**src/verilog/abs_defs.svh**
```systemverilog
`ifndef ABS_DEFS_SVH
`define ABS_DEFS_SVH

// ***************************************************************
// Bus widths
// ***************************************************************
`define ABS_ADDR_W 22
`define ABS_DATA_W 16
`define ABS_BE_W   2

// ***************************************************************
// Byte enable values
// ***************************************************************
`define ABS_BE_FULL 2'h3
`define ABS_BE_LOW  2'h1
`define ABS_BE_HIGH 2'h2

// ***************************************************************
// Buffer and reset values
// ***************************************************************
`define ABS_BUF_DEPTH  2
`define ABS_RDATA_RST  16'h0000
`define ABS_ADDR_RST   22'h000000

`endif

```
**src/verilog/abs_pkg.sv**
```systemverilog
`default_nettype none
`include "abs_defs.svh"

package abs_pkg;

  typedef logic [`ABS_ADDR_W-1:0] abs_addr_t;
  typedef logic [`ABS_DATA_W-1:0] abs_data_t;
  typedef logic [`ABS_BE_W-1:0]   abs_be_t;

  typedef enum logic [2:0]
  {
    ST_IDLE   = 3'b000,
    ST_ADDR   = 3'b001,
    ST_PUSH   = 3'b010,
    ST_RDWAIT = 3'b011,
    ST_REPLY  = 3'b100,
    ST_INTR   = 3'b101
  } abs_state_e;

endpackage : abs_pkg

`default_nettype wire

```
**src/verilog/abs_two_entry_buf.sv**
```systemverilog
`timescale 1ns/1ns
`default_nettype none

// ***************************************************************
// Small FIFO; DEPTH must be a power of two
// ***************************************************************
module abs_two_entry_buf #(
  parameter int W     = 41,
  parameter int DEPTH = 2
) (
  input  wire logic         clk,
  input  wire logic         arst_n,
  input  wire logic         ce,
  input  wire logic         in_valid,
  output logic              in_ready,
  input  wire logic [W-1:0] in_data,
  output logic              out_valid,
  input  wire logic         out_ready,
  output logic [W-1:0]      out_data
);
  localparam int AW = (DEPTH > 1) ? $clog2(DEPTH) : 1;

  logic [W-1:0] mem_r [DEPTH];
  logic [AW:0]  wp_r;
  logic [AW:0]  rp_r;

  wire full  = (wp_r[AW] != rp_r[AW]) && (wp_r[AW-1:0] == rp_r[AW-1:0]);
  wire empty = (wp_r == rp_r);
  wire push  = ce && in_valid && !full;
  wire pop   = ce && out_ready && !empty;

  assign in_ready  = !full;
  assign out_valid = !empty;
  assign out_data  = mem_r[rp_r[AW-1:0]];

  always_ff @(posedge clk)
  begin
    if (push)
    begin
      mem_r[wp_r[AW-1:0]] <= in_data;
    end
  end

  always_ff @(posedge clk or negedge arst_n)
  begin
    if (!arst_n)
    begin
      wp_r <= '0;
      rp_r <= '0;
    end
    else
    begin
      if (push)
      begin
        wp_r <= wp_r + 1'b1;
      end
      if (pop)
      begin
        rp_r <= rp_r + 1'b1;
      end
    end
  end

endmodule : abs_two_entry_buf

`default_nettype wire

```
**src/verilog/abs_bus_slave.sv**
```systemverilog
`timescale 1ns/1ns
`default_nettype none
`include "abs_defs.svh"

module abs_bus_slave (
  input  wire logic                CORE_CLK,
  input  wire logic                ARST_N,
  input  wire logic                CE,
  input  wire logic [21:0]         SHARED_DATA_ADDRESS_LINES_I,
  output logic [15:0]              SHARED_DATA_ADDRESS_LINES_O,
  output logic                     SHARED_DATA_ADDRESS_LINES_OE_N,
  input  wire logic                ADDRESS_SYNC_STROBE_N,
  input  wire logic                READ_DATA_STROBE_N,
  input  wire logic                WRITE_DATA_STROBE_N,
  input  wire logic                WRITE_BYTE_QUALIFIER_N,
  output logic                     SLAVE_REPLY_O,
  output logic                     SLAVE_REPLY_OE_N,
  output logic                     MEM_REQ_VALID,
  input  wire logic                MEM_REQ_READY,
  output logic                     MEM_REQ_WRITE,
  output abs_pkg::abs_be_t         MEM_REQ_BYTE_EN,
  output abs_pkg::abs_addr_t       MEM_REQ_ADDR,
  output abs_pkg::abs_data_t       MEM_REQ_WDATA,
  input  wire logic                MEM_RD_VALID,
  input  wire abs_pkg::abs_data_t  MEM_RD_DATA
);
  import abs_pkg::*;

  localparam int PIN_W = `ABS_ADDR_W + 4;
  localparam int REQ_W = 1 + `ABS_BE_W + `ABS_ADDR_W + `ABS_DATA_W;

  // ***************************************************************
  // Pin synchronisers
  // ***************************************************************
  // Lines and strobes share one pipe, so relative skew is kept
  logic [PIN_W-1:0] meta_r;
  logic [PIN_W-1:0] sync_r;
  abs_addr_t        dal_s;
  logic             wtbt_n_s;
  logic             wr_n_s;
  logic             rd_n_s;
  logic             as_n_s;

  always_ff @(posedge CORE_CLK or negedge ARST_N)
  begin
    if (!ARST_N)
    begin
      meta_r <= '1;
      sync_r <= '1;
    end
    else if (CE)
    begin
      meta_r <= {WRITE_BYTE_QUALIFIER_N, WRITE_DATA_STROBE_N, READ_DATA_STROBE_N,
                 ADDRESS_SYNC_STROBE_N, SHARED_DATA_ADDRESS_LINES_I};
      sync_r <= meta_r;
    end
  end

  assign {wtbt_n_s, wr_n_s, rd_n_s, as_n_s, dal_s} = sync_r;

  wire as_s   = !as_n_s;
  wire rd_s   = !rd_n_s;
  wire wr_s   = !wr_n_s;
  wire wtbt_s = !wtbt_n_s;

  // ***************************************************************
  // Transfer state
  // ***************************************************************
  abs_state_e state_r;
  abs_state_e st_nxt;
  abs_addr_t  addr_r;
  abs_data_t  wdata_r;
  abs_data_t  rdata_r;
  logic       is_write_r;
  logic       byte_r;
  logic       op_wr_r;
  logic       dal_oe_n_r;
  logic       buf_in_ready;
  logic       buf_out_valid;
  logic [REQ_W-1:0] buf_out_data;

  wire strobe_gone = op_wr_r ? !wr_s : !rd_s;

  always_comb
  begin
    st_nxt = state_r;
    unique case (state_r)
      ST_IDLE:
      begin
        if (as_s)
          st_nxt = ST_ADDR;
        else if (rd_s)
          st_nxt = ST_INTR;
      end
      ST_ADDR:
      begin
        if (!as_s)
          st_nxt = ST_IDLE;
        else if (wr_s || rd_s)
          st_nxt = ST_PUSH;
      end
      ST_PUSH:
      begin
        if (!as_s)
          st_nxt = ST_IDLE;
        else if (buf_in_ready)
          st_nxt = op_wr_r ? ST_REPLY : ST_RDWAIT;
      end
      ST_RDWAIT:
      begin
        // Read stays owed even if sync drops, or data would misalign
        if (MEM_RD_VALID)
          st_nxt = ST_REPLY;
      end
      ST_REPLY:
      begin
        if (!as_s)
          st_nxt = ST_IDLE;
        else if (strobe_gone)
          st_nxt = ST_ADDR;
      end
      ST_INTR:
      begin
        if (!rd_s)
          st_nxt = ST_IDLE;
      end
      default:
      begin
        st_nxt = ST_IDLE;
      end
    endcase
  end

  wire cap_addr   = (state_r == ST_IDLE) && as_s;
  wire cap_op     = (state_r == ST_ADDR) && as_s && (wr_s || rd_s);
  wire take_rd    = (state_r == ST_RDWAIT) && MEM_RD_VALID;
  wire leave_rply = (state_r == ST_REPLY) && (st_nxt != ST_REPLY);

  always_ff @(posedge CORE_CLK or negedge ARST_N)
  begin
    if (!ARST_N)
    begin
      state_r <= ST_IDLE;
    end
    else if (CE)
    begin
      state_r <= st_nxt;
    end
  end

  always_ff @(posedge CORE_CLK or negedge ARST_N)
  begin
    if (!ARST_N)
    begin
      addr_r     <= `ABS_ADDR_RST;
      is_write_r <= 1'b0;
    end
    else if (CE && cap_addr)
    begin
      addr_r     <= dal_s;
      is_write_r <= wtbt_s;
    end
  end

  always_ff @(posedge CORE_CLK or negedge ARST_N)
  begin
    if (!ARST_N)
    begin
      wdata_r <= `ABS_RDATA_RST;
      byte_r  <= 1'b0;
      op_wr_r <= 1'b0;
    end
    else if (CE && cap_op)
    begin
      wdata_r <= dal_s[`ABS_DATA_W-1:0];
      byte_r  <= wr_s && wtbt_s;
      op_wr_r <= wr_s;
    end
  end

  always_ff @(posedge CORE_CLK or negedge ARST_N)
  begin
    if (!ARST_N)
    begin
      rdata_r    <= `ABS_RDATA_RST;
      dal_oe_n_r <= 1'b1;
    end
    else if (CE)
    begin
      if (take_rd)
      begin
        rdata_r    <= MEM_RD_DATA;
        dal_oe_n_r <= 1'b0;
      end
      else if (leave_rply)
      begin
        dal_oe_n_r <= 1'b1;
      end
    end
  end

  // ***************************************************************
  // Request buffer toward memory
  // ***************************************************************
  // Only the addressed byte is enabled on a byte write
  wire abs_be_t be_sel = byte_r ? (addr_r[0] ? `ABS_BE_HIGH : `ABS_BE_LOW)
                                : `ABS_BE_FULL;
  wire buf_push = (state_r == ST_PUSH) && as_s;

  abs_two_entry_buf #(
    .W     (REQ_W),
    .DEPTH (`ABS_BUF_DEPTH)
  ) u_req_buf (
    .clk       (CORE_CLK),
    .arst_n    (ARST_N),
    .ce        (CE),
    .in_valid  (buf_push),
    .in_ready  (buf_in_ready),
    .in_data   ({op_wr_r, be_sel, addr_r, wdata_r}),
    .out_valid (buf_out_valid),
    .out_ready (MEM_REQ_READY),
    .out_data  (buf_out_data)
  );

  assign MEM_REQ_VALID = buf_out_valid;
  assign {MEM_REQ_WRITE, MEM_REQ_BYTE_EN, MEM_REQ_ADDR, MEM_REQ_WDATA} = buf_out_data;

  // ***************************************************************
  // Bus drivers
  // ***************************************************************
  wire reply_on = (state_r == ST_REPLY);

  assign SLAVE_REPLY_O                  = 1'b0;
  assign SLAVE_REPLY_OE_N               = !reply_on;
  assign SHARED_DATA_ADDRESS_LINES_O    = rdata_r;
  assign SHARED_DATA_ADDRESS_LINES_OE_N = dal_oe_n_r;

  // ***************************************************************
  // Assertions
  // ***************************************************************
  a_write_reply: assert property (@(posedge CORE_CLK) disable iff (!ARST_N || !CE)
    (state_r == ST_PUSH && as_s && buf_in_ready && op_wr_r) |=> reply_on)
    else $error("write not answered by reply");

  a_reply_cause: assert property (@(posedge CORE_CLK) disable iff (!ARST_N || !CE)
    $rose(reply_on) |-> ($past(state_r) == ST_PUSH || $past(state_r) == ST_RDWAIT))
    else $error("reply without taken data");

  a_read_start: assert property (@(posedge CORE_CLK) disable iff (!ARST_N || !CE)
    (state_r == ST_ADDR && as_s && rd_s && !wr_s) |=> (state_r == ST_PUSH && !op_wr_r))
    else $error("read strobe in sync not taken");

  a_intr_ignored: assert property (@(posedge CORE_CLK) disable iff (!ARST_N || !CE)
    (state_r == ST_IDLE && !as_s && rd_s) |=> (state_r == ST_INTR && !reply_on) [*2])
    else $error("read without sync treated as memory read");

  a_addr_capture: assert property (@(posedge CORE_CLK) disable iff (!ARST_N || !CE)
    (state_r == ST_IDLE && as_s) |=> (addr_r == $past(dal_s) && state_r == ST_ADDR))
    else $error("address not captured at sync");

  a_sync_end: assert property (@(posedge CORE_CLK) disable iff (!ARST_N || !CE)
    (!as_s && state_r != ST_RDWAIT && state_r != ST_INTR
     && !(state_r == ST_IDLE && rd_s)) |=> state_r == ST_IDLE)
    else $error("transfer outlived sync");

  a_write_flag: assert property (@(posedge CORE_CLK) disable iff (!ARST_N || !CE)
    (state_r == ST_IDLE && as_s) |=> is_write_r == $past(wtbt_s))
    else $error("write qualifier not captured");

  a_byte_lane: assert property (@(posedge CORE_CLK) disable iff (!ARST_N || !CE)
    (MEM_REQ_VALID && MEM_REQ_WRITE && MEM_REQ_BYTE_EN != 2'h3)
      |-> (MEM_REQ_BYTE_EN == (MEM_REQ_ADDR[0] ? 2'h2 : 2'h1)))
    else $error("byte write enables wrong lane");

  a_reply_release: assert property (@(posedge CORE_CLK) disable iff (!ARST_N || !CE)
    (reply_on && strobe_gone) |=> (!reply_on && dal_oe_n_r))
    else $error("reply or data held after strobe");

  a_drive_window: assert property (@(posedge CORE_CLK) disable iff (!ARST_N || !CE)
    !dal_oe_n_r |-> (reply_on && !op_wr_r))
    else $error("data driven outside read reply");

endmodule : abs_bus_slave

`default_nettype wire

```
**config.mk**
```make
export PLATFORM = sky130hd
export DESIGN_NAME = abs_bus_slave
export DESIGN_NICKNAME = d
export VERILOG_FILES = /design/src/verilog/abs_pkg.sv /design/src/verilog/abs_two_entry_buf.sv /design/src/verilog/abs_bus_slave.sv
export VERILOG_INCLUDE_DIRS = /design/src /design/src/verilog
export SDC_FILE = /design/constraint.sdc
export NUM_CORES = 1
export LEC_CHECK = 0
export BUFFER_PORTS_ARGS = -buffer_cell sky130_fd_sc_hd__buf_2
export CAP_MARGIN = 25
export CORE_MARGIN = 2
export CORE_UTILIZATION = 40
export CTS_CLUSTER_SIZE = 14
export DETAILED_ROUTE_END_ITERATION = 16
export GPL_TIMING_DRIVEN = 1
export PLACE_DENSITY_LB_ADDON = 0.3
export SLEW_MARGIN = 20
export SYNTH_ARGS = -nofsm -noshare
export SYNTH_HDL_FRONTEND = slang
export SYNTH_SLANG_ARGS = --single-unit
```
**constraint.sdc**
```tcl
create_clock -name CORE_CLK -period 3.9 [get_ports CORE_CLK]
set_clock_uncertainty 0.05 [all_clocks]
set_input_delay 0.195 -clock CORE_CLK [delete_from_list [all_inputs] [get_ports CORE_CLK]]
set_output_delay 0.195 -clock CORE_CLK [all_outputs]
set_load 0.03 [all_outputs]
```
==> results of run 1 <==
==> per-stage QoR <==
stage          area [um^2]  std cells  total power [mW]
6_report              9430        830              6.56
3_3_place_gp          8400        755              4.77
3_5_place_dp          8400        755              4.84
4_1_cts               9420        830              6.63
2_1_floorplan         7650        431              4.34
5_1_grt               9430        830              6.90
==> cell type report <==
cell class                      count  area (um^2)  area share
Tap cell                          234          293      0.0311
Sequential cell                   198         5430       0.576
Clock inverter                     11          120      0.0127
Inverter                            5         18.8     0.00199
Multi-Input combinational cell    205         2070       0.220
Timing Repair Buffer              156         1020       0.108
Clock buffer                       21          472      0.0500
==> layer usage <==
metal,track usage,vias to the layer above,wire length (um)
li1,-,1892,-
met1,0.192,2101,6230
met2,0.249,130,7070
met3,0.0451,16,743
met4,0.0469,0,144
met5,0,-,0
==> power groups by stage <==
stage	clock network (mW)	logic, mW	registers, mW
final	1.74	1.73	3.10
after detailed placement	0	1.71	3.13
after global placement	0	1.68	3.09
after global routing	1.88	1.85	3.17
after CTS	1.79	1.75	3.10
after floorplan	0	1.16	3.18
==> worst register-to-register path: stages (launching register included) <==
cell	delay, ns
dfrtp_1	0.51
nor4b_2	0.38
o21a_1	0.26
nand2_1	0.14
nor2_4	0.49
buf_4	0.36
==> worst max path at each step <==
stage                           start                          endpoint  slack [ns]  cells after the start
2_1_floorplan  state_r[0]$_DFFE_PN0P_   u_req_buf.mem_r[0][0]$_DFFE_PP_        0.57                      5
3_3_place_gp   state_r[0]$_DFFE_PN0P_   u_req_buf.mem_r[1][7]$_DFFE_PP_        1.51                      3
3_5_place_dp   state_r[2]$_DFFE_PN0P_   u_req_buf.mem_r[1][8]$_DFFE_PP_        1.39                      3
4_1_cts        state_r[2]$_DFFE_PN0P_  u_req_buf.mem_r[1][12]$_DFFE_PP_        1.37                      3
5_1_grt        state_r[2]$_DFFE_PN0P_  u_req_buf.mem_r[0][11]$_DFFE_PP_        1.24                      5
6_report       state_r[2]$_DFFE_PN0P_  u_req_buf.mem_r[0][26]$_DFFE_PP_        1.39                      5
==> kinds of logic (layout without fill, tap and decap cells) <==
logic type	Yosys count	in the layout	share of synthesized area
DFF	198	198	0.710
AOI/OAI and AO/OA	24	24	0.0219
other	1	1	0.000490
muxes	147	147	0.221
and+or+nand+nor	26	26	0.0183
xor gates and xnor gates	7	7	0.00801
buffers and inverters	28	193	0.0211
==> cells in the final DEF (no fill, tap or decap), drive strengths merged, types with 2 or more instances in the layout <==
cell / netlist / final
a211o: 2 / 2
o21a: 2 / 2
bufinv: 0 / 2
dfrtp: 63 / 63
edfxtp: 82 / 82
dfstp: 53 / 53
and3: 2 / 2
dlygate4sd3: 0 / 43
clkinv: 0 / 5
inv: 5 / 7
o21ai: 4 / 4
buf: 17 / 113
xnor2: 4 / 4
a21oi: 6 / 6
nand2b: 2 / 2
xor2: 3 / 3
nand2: 9 / 9
nor2: 7 / 7
clkinvlp: 0 / 2
mux2: 146 / 146
clkbuf: 6 / 21
==> registers in the layout, indices dropped and copies added (netlist names) <==
signal	count
SHARED_DATA_ADDRESS_LINES_O	16
SHARED_DATA_ADDRESS_LINES_OE_N	1
addr_r	22
byte_r	1
meta_r	26
op_wr_r	1
state_r	3
sync_r	26
u_req_buf.mem_r	82
u_req_buf.rp_r	2
u_req_buf.wp_r	2
wdata_r	16
==> what timing repair did <==
item | 4_1_cts | 5_1_grt
endpoints found under the setup margin | 0 | 0
hold buffers | 43 | 0
endpoints found under the hold margin | 92 | 0
setup buffers | 0 | 0
==> summary.md, run 1 <==
| Metric | Value |
|---|---|
| Sw Share | `0.309` |
| Ant diodes | `0` |
| Crit-path max FO | `17` |
| Die Y | `142 um` |
| Post-synth EDFFs | `82` |
| Hold EP | `u_req_buf.rp_r[1]$_DFFE_PN0P_` |
| Setup CP Type | `reg -> reg` |
| Worst Tran Pin Value | `0.886 ns` |
| F_max | `399 MHz` |
| Syn Area/Cell | `17.8 um^2` |
| Slew Limit Fails | `0` |
| CP Data Required Time | `3.96 ns` |
| VDD IR max | `0.444 mV` |
| Worst-path clk slew | `0.07 ns` |
| MaxCap Viol Count | `0` |
| Final worst setup slack | `1.39 ns` |
| Fillers | `1543` |
| Pre-antenna DRT Iters | `5` |
| Distinct cells, synth | `38` |
| Critical path's largest stage delay | `0.51 ns` |
| Final core utilization | `0.502` |
| CTS tree | `yes` |
| Startpoint Class | `flip-flop` |
| CTS root buf | `clkbuf_16` |
| Vias in the first global route | `4245` |
| Synthesis-stage register bit count | `198` |
| Final period util | `0.643` |
| Post-Syn Nets | `478` |
| Cell family with most CP delay | `simple AND/OR/NAND/NOR gates` |
| Num rows | `50` |
| DR WL/cell | `17.1 um` |
| Die width | `142 um` |
| GRT Util Overall | `0.151` |
| GPL Wtd Cong | `0.751` |
| DP Wirelength | `8.61 mm` |
| Slew headroom | `0.410` |
| CP Cell Sequence | `nor4b_2 > o21a_1 > nand2_1 > nor2_4 > buf_4` |
| Worst Path Arrival | `2.57 ns` |
| # DRC | `0` |
| Min-delay src | `MEM_REQ_READY` |
| Largest net degree at the start of global routing | `81` |
| Htree depth | `4` |
| Max Root-Sink Buffers | `2` |
| Count leader, synth | `mux2_2` |
| Total die area | `20300 um^2` |
| Synth warn | `0` |
| Switching pwr | `2.03 mW` |
| Vias | `4139` |
| Initial DRC Count | `218` |
| Register area share after synthesis | `0.710` |
| Core area | `18800 um^2` |
| Pwr Density | `696 nW/um^2` |
| Ratio of cells with drive above 1 in the final layout | `0.582` |
| Synthesis-to-finish area growth | `23.2%` |
| Hold Path Stages | `5` |
| Synth top area cells | `edfxtp_1, dfrtp_1, mux2_2` |
| Period minus WS final | `2.51 ns` |
| Seq pwr share | `0.472` |
| Clk sinks | `198` |
| Combinational power share | `0.264` |
| Ys flop type | `edfxtp_1` |
| RR Startpoint | `state_r[2]$_DFFE_PN0P_` |
| Flop2flop setup slack | `1.39 ns` |
| Ys async rst share | `0.586` |
| Fin. Hold Viols | `0` |
| Setup TNS | `0 ns` |
| Vias per cell | `4.99` |
| Final setup viols | `0` |
| Post-CTS sizing | `0` |
| TritonCTS Buffers | `17` |
| R2r endpoint | `u_req_buf.mem_r[0][26]$_DFFE_PP_` |
| Port-buffer cells | `106` |
| Worst-Skew Late Latency | `0.43 ns` |
| Pleak | `3.78 nW` |
| Post-Syn Instances | `431` |
| Path depth of the worst reg2reg path | `5` |
| Hold slack | `0.128 ns` |
| First-pass GRT wire length | `22.8 mm` |
| Yosys top cell area share | `0.322` |
| I/O Pins | `108` |
| GRT Residual Overflow | `0` |
| Nets | `630` |
| Worst min path class | `in -> reg` |
| Part of the power in the clock network | `0.264` |
| Outcome | `finished clean` |
| Initial Util | `0.408` |
| Synth Cell Area | `7650 um^2` |
| Pre-CTS setup slack | `1.39 ns` |
| Initial antenna violation count | `0` |
| Post-route antenna net violation count | `0` |
| Critical Path Slowest Stage Cell | `dfrtp_1` |
| Int Pwr | `4.54 mW` |
| Synth top cells by count | `mux2_2, edfxtp_1, dfrtp_1, dfstp_2` |
| Buf/Inv on CP | `1` |
| Area leader, netlist | `edfxtp_1` |
| Critical Path Sink Type | `flip-flop` |
| Total Wirelength | `14.2 mm` |
| RSZ-0062 raised after global routing | `no` |
Note: power is estimated with default switching activity, not from simulation.
==> inputs of run 2 (changes only) <==
Settings changed: ABC_AREA set to 1.
Clock period 3.9 ns to 2.3 ns, I/O delays scaled along.
==> summary.md, run 2 <==
| Metric | Value |
|---|---|
| Outcome | `finished clean` |
| Critical Path Sink Type | `primary output` |
| Initial Util | `0.408` |
| Max reg flops | `82` |
| Hold slack | `0.125 ns` |
| Slew headroom | `0.637` |
| Largest net degree at the start of global routing | `81` |
| DP Wirelength | `9.54 mm` |
| Final worst setup slack | `0.340 ns` |
| Most frequent cells in the layout | `nand2_1, buf_2, edfxtp_1` |
| Worst min path class | `in -> reg` |
| Final period util | `0.852` |
| Synthesis-stage register bit count | `198` |
| Ratio of cells with drive above 1 in the final layout | `0.238` |
| F_max | `510 MHz` |
| Synth Cell Area | `7670 um^2` |
| Setup CP Type | `reg -> out` |
| Area leader, netlist | `edfxtp_1` |
| Core area | `18800 um^2` |
| Htree depth | `4` |
| Crit-path max FO | `43` |
| MaxCap Viol Count | `0` |
| Initial DRC Count | `330` |
| Worst Tran Pin Value | `0.545 ns` |
| Ant diodes | `0` |
| VDD IR max | `0.634 mV` |
| Total die area | `20300 um^2` |
| Post-Syn Nets | `770` |
| Fin. Hold Viols | `0` |
| Initial antenna violation count | `0` |
| RSZ-0062 raised after global routing | `no` |
| Synthesis-to-finish area growth | `23.9%` |
| Pre-antenna DRT Iters | `4` |
| Register area share after synthesis | `0.709` |
| Pleak | `4.31 nW` |
| Post-Syn Instances | `723` |
| Placed Cells | `1043` |
| Ys async rst share | `0.586` |
| Worst Path Arrival | `1.80 ns` |
| Synth top area cells | `edfxtp_1, dfrtp_1, dfstp_2` |
| Count leader, synth | `nand2_1` |
| Period minus WS final | `1.96 ns` |
| Synth warn | `0` |
| Distinct cells, synth | `30` |
| Syn Area/Cell | `10.6 um^2` |
| GRT Residual Overflow | `0` |
| Commonest non-fill, non-tap cell in the layout | `nand2_1` |
| Worst-Skew Late Latency | `0.42 ns` |
| Fillers | `1730` |
| Startpoint Class | `flip-flop` |
| Ys flop type | `edfxtp_1` |
| CTS root buf | `clkbuf_16` |
| Synth top cells by count | `nand2_1, edfxtp_1, dfrtp_1, dfstp_2, o21ai_0` |
| Nets | `922` |
| First-pass GRT wire length | `25.4 mm` |
| Yosys top cell area share | `0.321` |
| DR WL/cell | `13.7 um` |
| Final setup viols | `0` |
| Post-CTS sizing | `0` |
| DP Area | `8470 um^2` |
| CP Data Required Time | `2.13 ns` |
| Max Root-Sink Buffers | `2` |
| Slew Limit Fails | `0` |
| Finished Cell Area | `9500 um^2` |
| Die Y | `142 um` |
| GRT Util Overall | `0.162` |
| Vias in the first global route | `5116` |
| Final core utilization | `0.506` |
| TritonCTS Buffers | `17` |
| I/O Pins | `108` |
| Total Wirelength | `15.4 mm` |
| Num rows | `50` |
| Vias per cell | `4.61` |
| CTS tree | `yes` |
| Post-synth EDFFs | `82` |
| Port-buffer cells | `106` |
| Pre-CTS setup slack | `0.416 ns` |
| Vias | `5167` |
| Non-filler cells, final | `1122` |
| Die width | `142 um` |
| GPL Wtd Cong | `0.812` |
| Clk sinks | `198` |
| # DRC | `0` |
| Worst-path clk slew | `0.07 ns` |
| Pwr Density | `1210 nW/um^2` |
| Post-route antenna net violation count | `0` |
[run 2: cell types whose count changed after synthesis, moves of 7 or more]
cell | previous run | this run
nand2_1 | 9 | 349
inv_1 | 5 | 36
mux2_4 | 9 | 0
mux2_2 | 137 | 0
nand3_1 | 0 | 9
buf_2 | 9 | 2
clkbuf_1 | 6 | 17
o21a_1 | 2 | 16
o21ai_0 | 4 | 51
[run 2: stage by stage]
step / power [mW] / TNS (ns)
2_1_floorplan: 7.61 / -15.17
3_3_place_gp: 8.62 / 0
3_5_place_dp: 8.71 / 0
4_1_cts: 11.6 / 0
5_1_grt: 12.2 / 0
6_report: 11.5 / 0
[run 2: layout make-up]
type                       instances  area, um^2  area share
inverter                          40         150      0.0158
clock inverter                    11        97.6      0.0103
multi-input combinational        454        1940       0.205
sequential                       198        5430       0.572
timing repair buffer             164        1120       0.118
clock buffer                      21         460      0.0485
tap                              234         293      0.0308
[run 2: critical path: stages, from the launching register on]
cell and delay [ns]:
dfrtp_1 0.41, inv_2 0.07, buf_4 0.41, nand2_1 0.12, nand2_1 0.12, buf_2 0.20
[run 2: repair_timing]
item                       4_1_cts  5_1_grt
setup buffers                    0        0
hold buffers                    47        0
setup endpoints to repair        0        0
hold endpoints to repair        80        0
[run 2: final timing paths]
| check | depth (start not counted) | from | to | slack, ns |
|---|---|---|---|---|
| setup / recovery | 5 | u_req_buf.rp_r[0]$_DFFE_PN0P_ | MEM_REQ_ADDR[1] | 0.34 |
| hold / removal | 6 | MEM_RD_VALID | state_r[1]$_DFFE_PN0P_ | 0.12 |
| setup reg to reg | 6 | state_r[2]$_DFFE_PN0P_ | u_req_buf.mem_r[0][12]$_DFFE_PP_ | 0.42 |
| hold reg to reg | 2 | meta_r[18]$_DFFE_PN1P_ | meta_r[18]$_DFFE_PN1P_ | 0.41 |
| max in group asynchronous | 3 | ARST_N | meta_r[11]$_DFFE_PN1P_ | 1.22 |
| min in group asynchronous | 2 | ARST_N | SHARED_DATA_ADDRESS_LINES_O[5]$_DFFE_PN0P_ | 0.14 |
[run 2: logic make-up (layout without fill, tap and decap cells)]
kind of cell | after synthesis | after routing | synth area share
AO/OA/AOI/OAI | 69 | 69 | 0.0512
XOR/XNOR | 4 | 4 | 0.00457
buffers and inverters | 71 | 236 | 0.0400
flip-flops | 198 | 198 | 0.709
other | 1 | 1 | 0.000489
AND/OR/NAND/NOR | 380 | 380 | 0.195
[run 2: metal layers]
layer	routed length [um]	vias to the layer above	GRT usage
met5	0	-	0
met4	213	0	0.0526
met3	612	13	0.0320
met2	7720	117	0.279
met1	6870	2435	0.206
li1	-	2602	-
[run 2: where the power goes]
| group | switching (mW) | leakage [nW] | internal (mW) |
|---|---|---|---|
| Combinational | 2.43 | 1.97 | 1.05 |
| Sequential | 0.487 | 2.08 | 4.71 |
| Clock | 1.26 | 0.259 | 1.55 |
| Total | 4.18 | 4.31 | 7.31 |
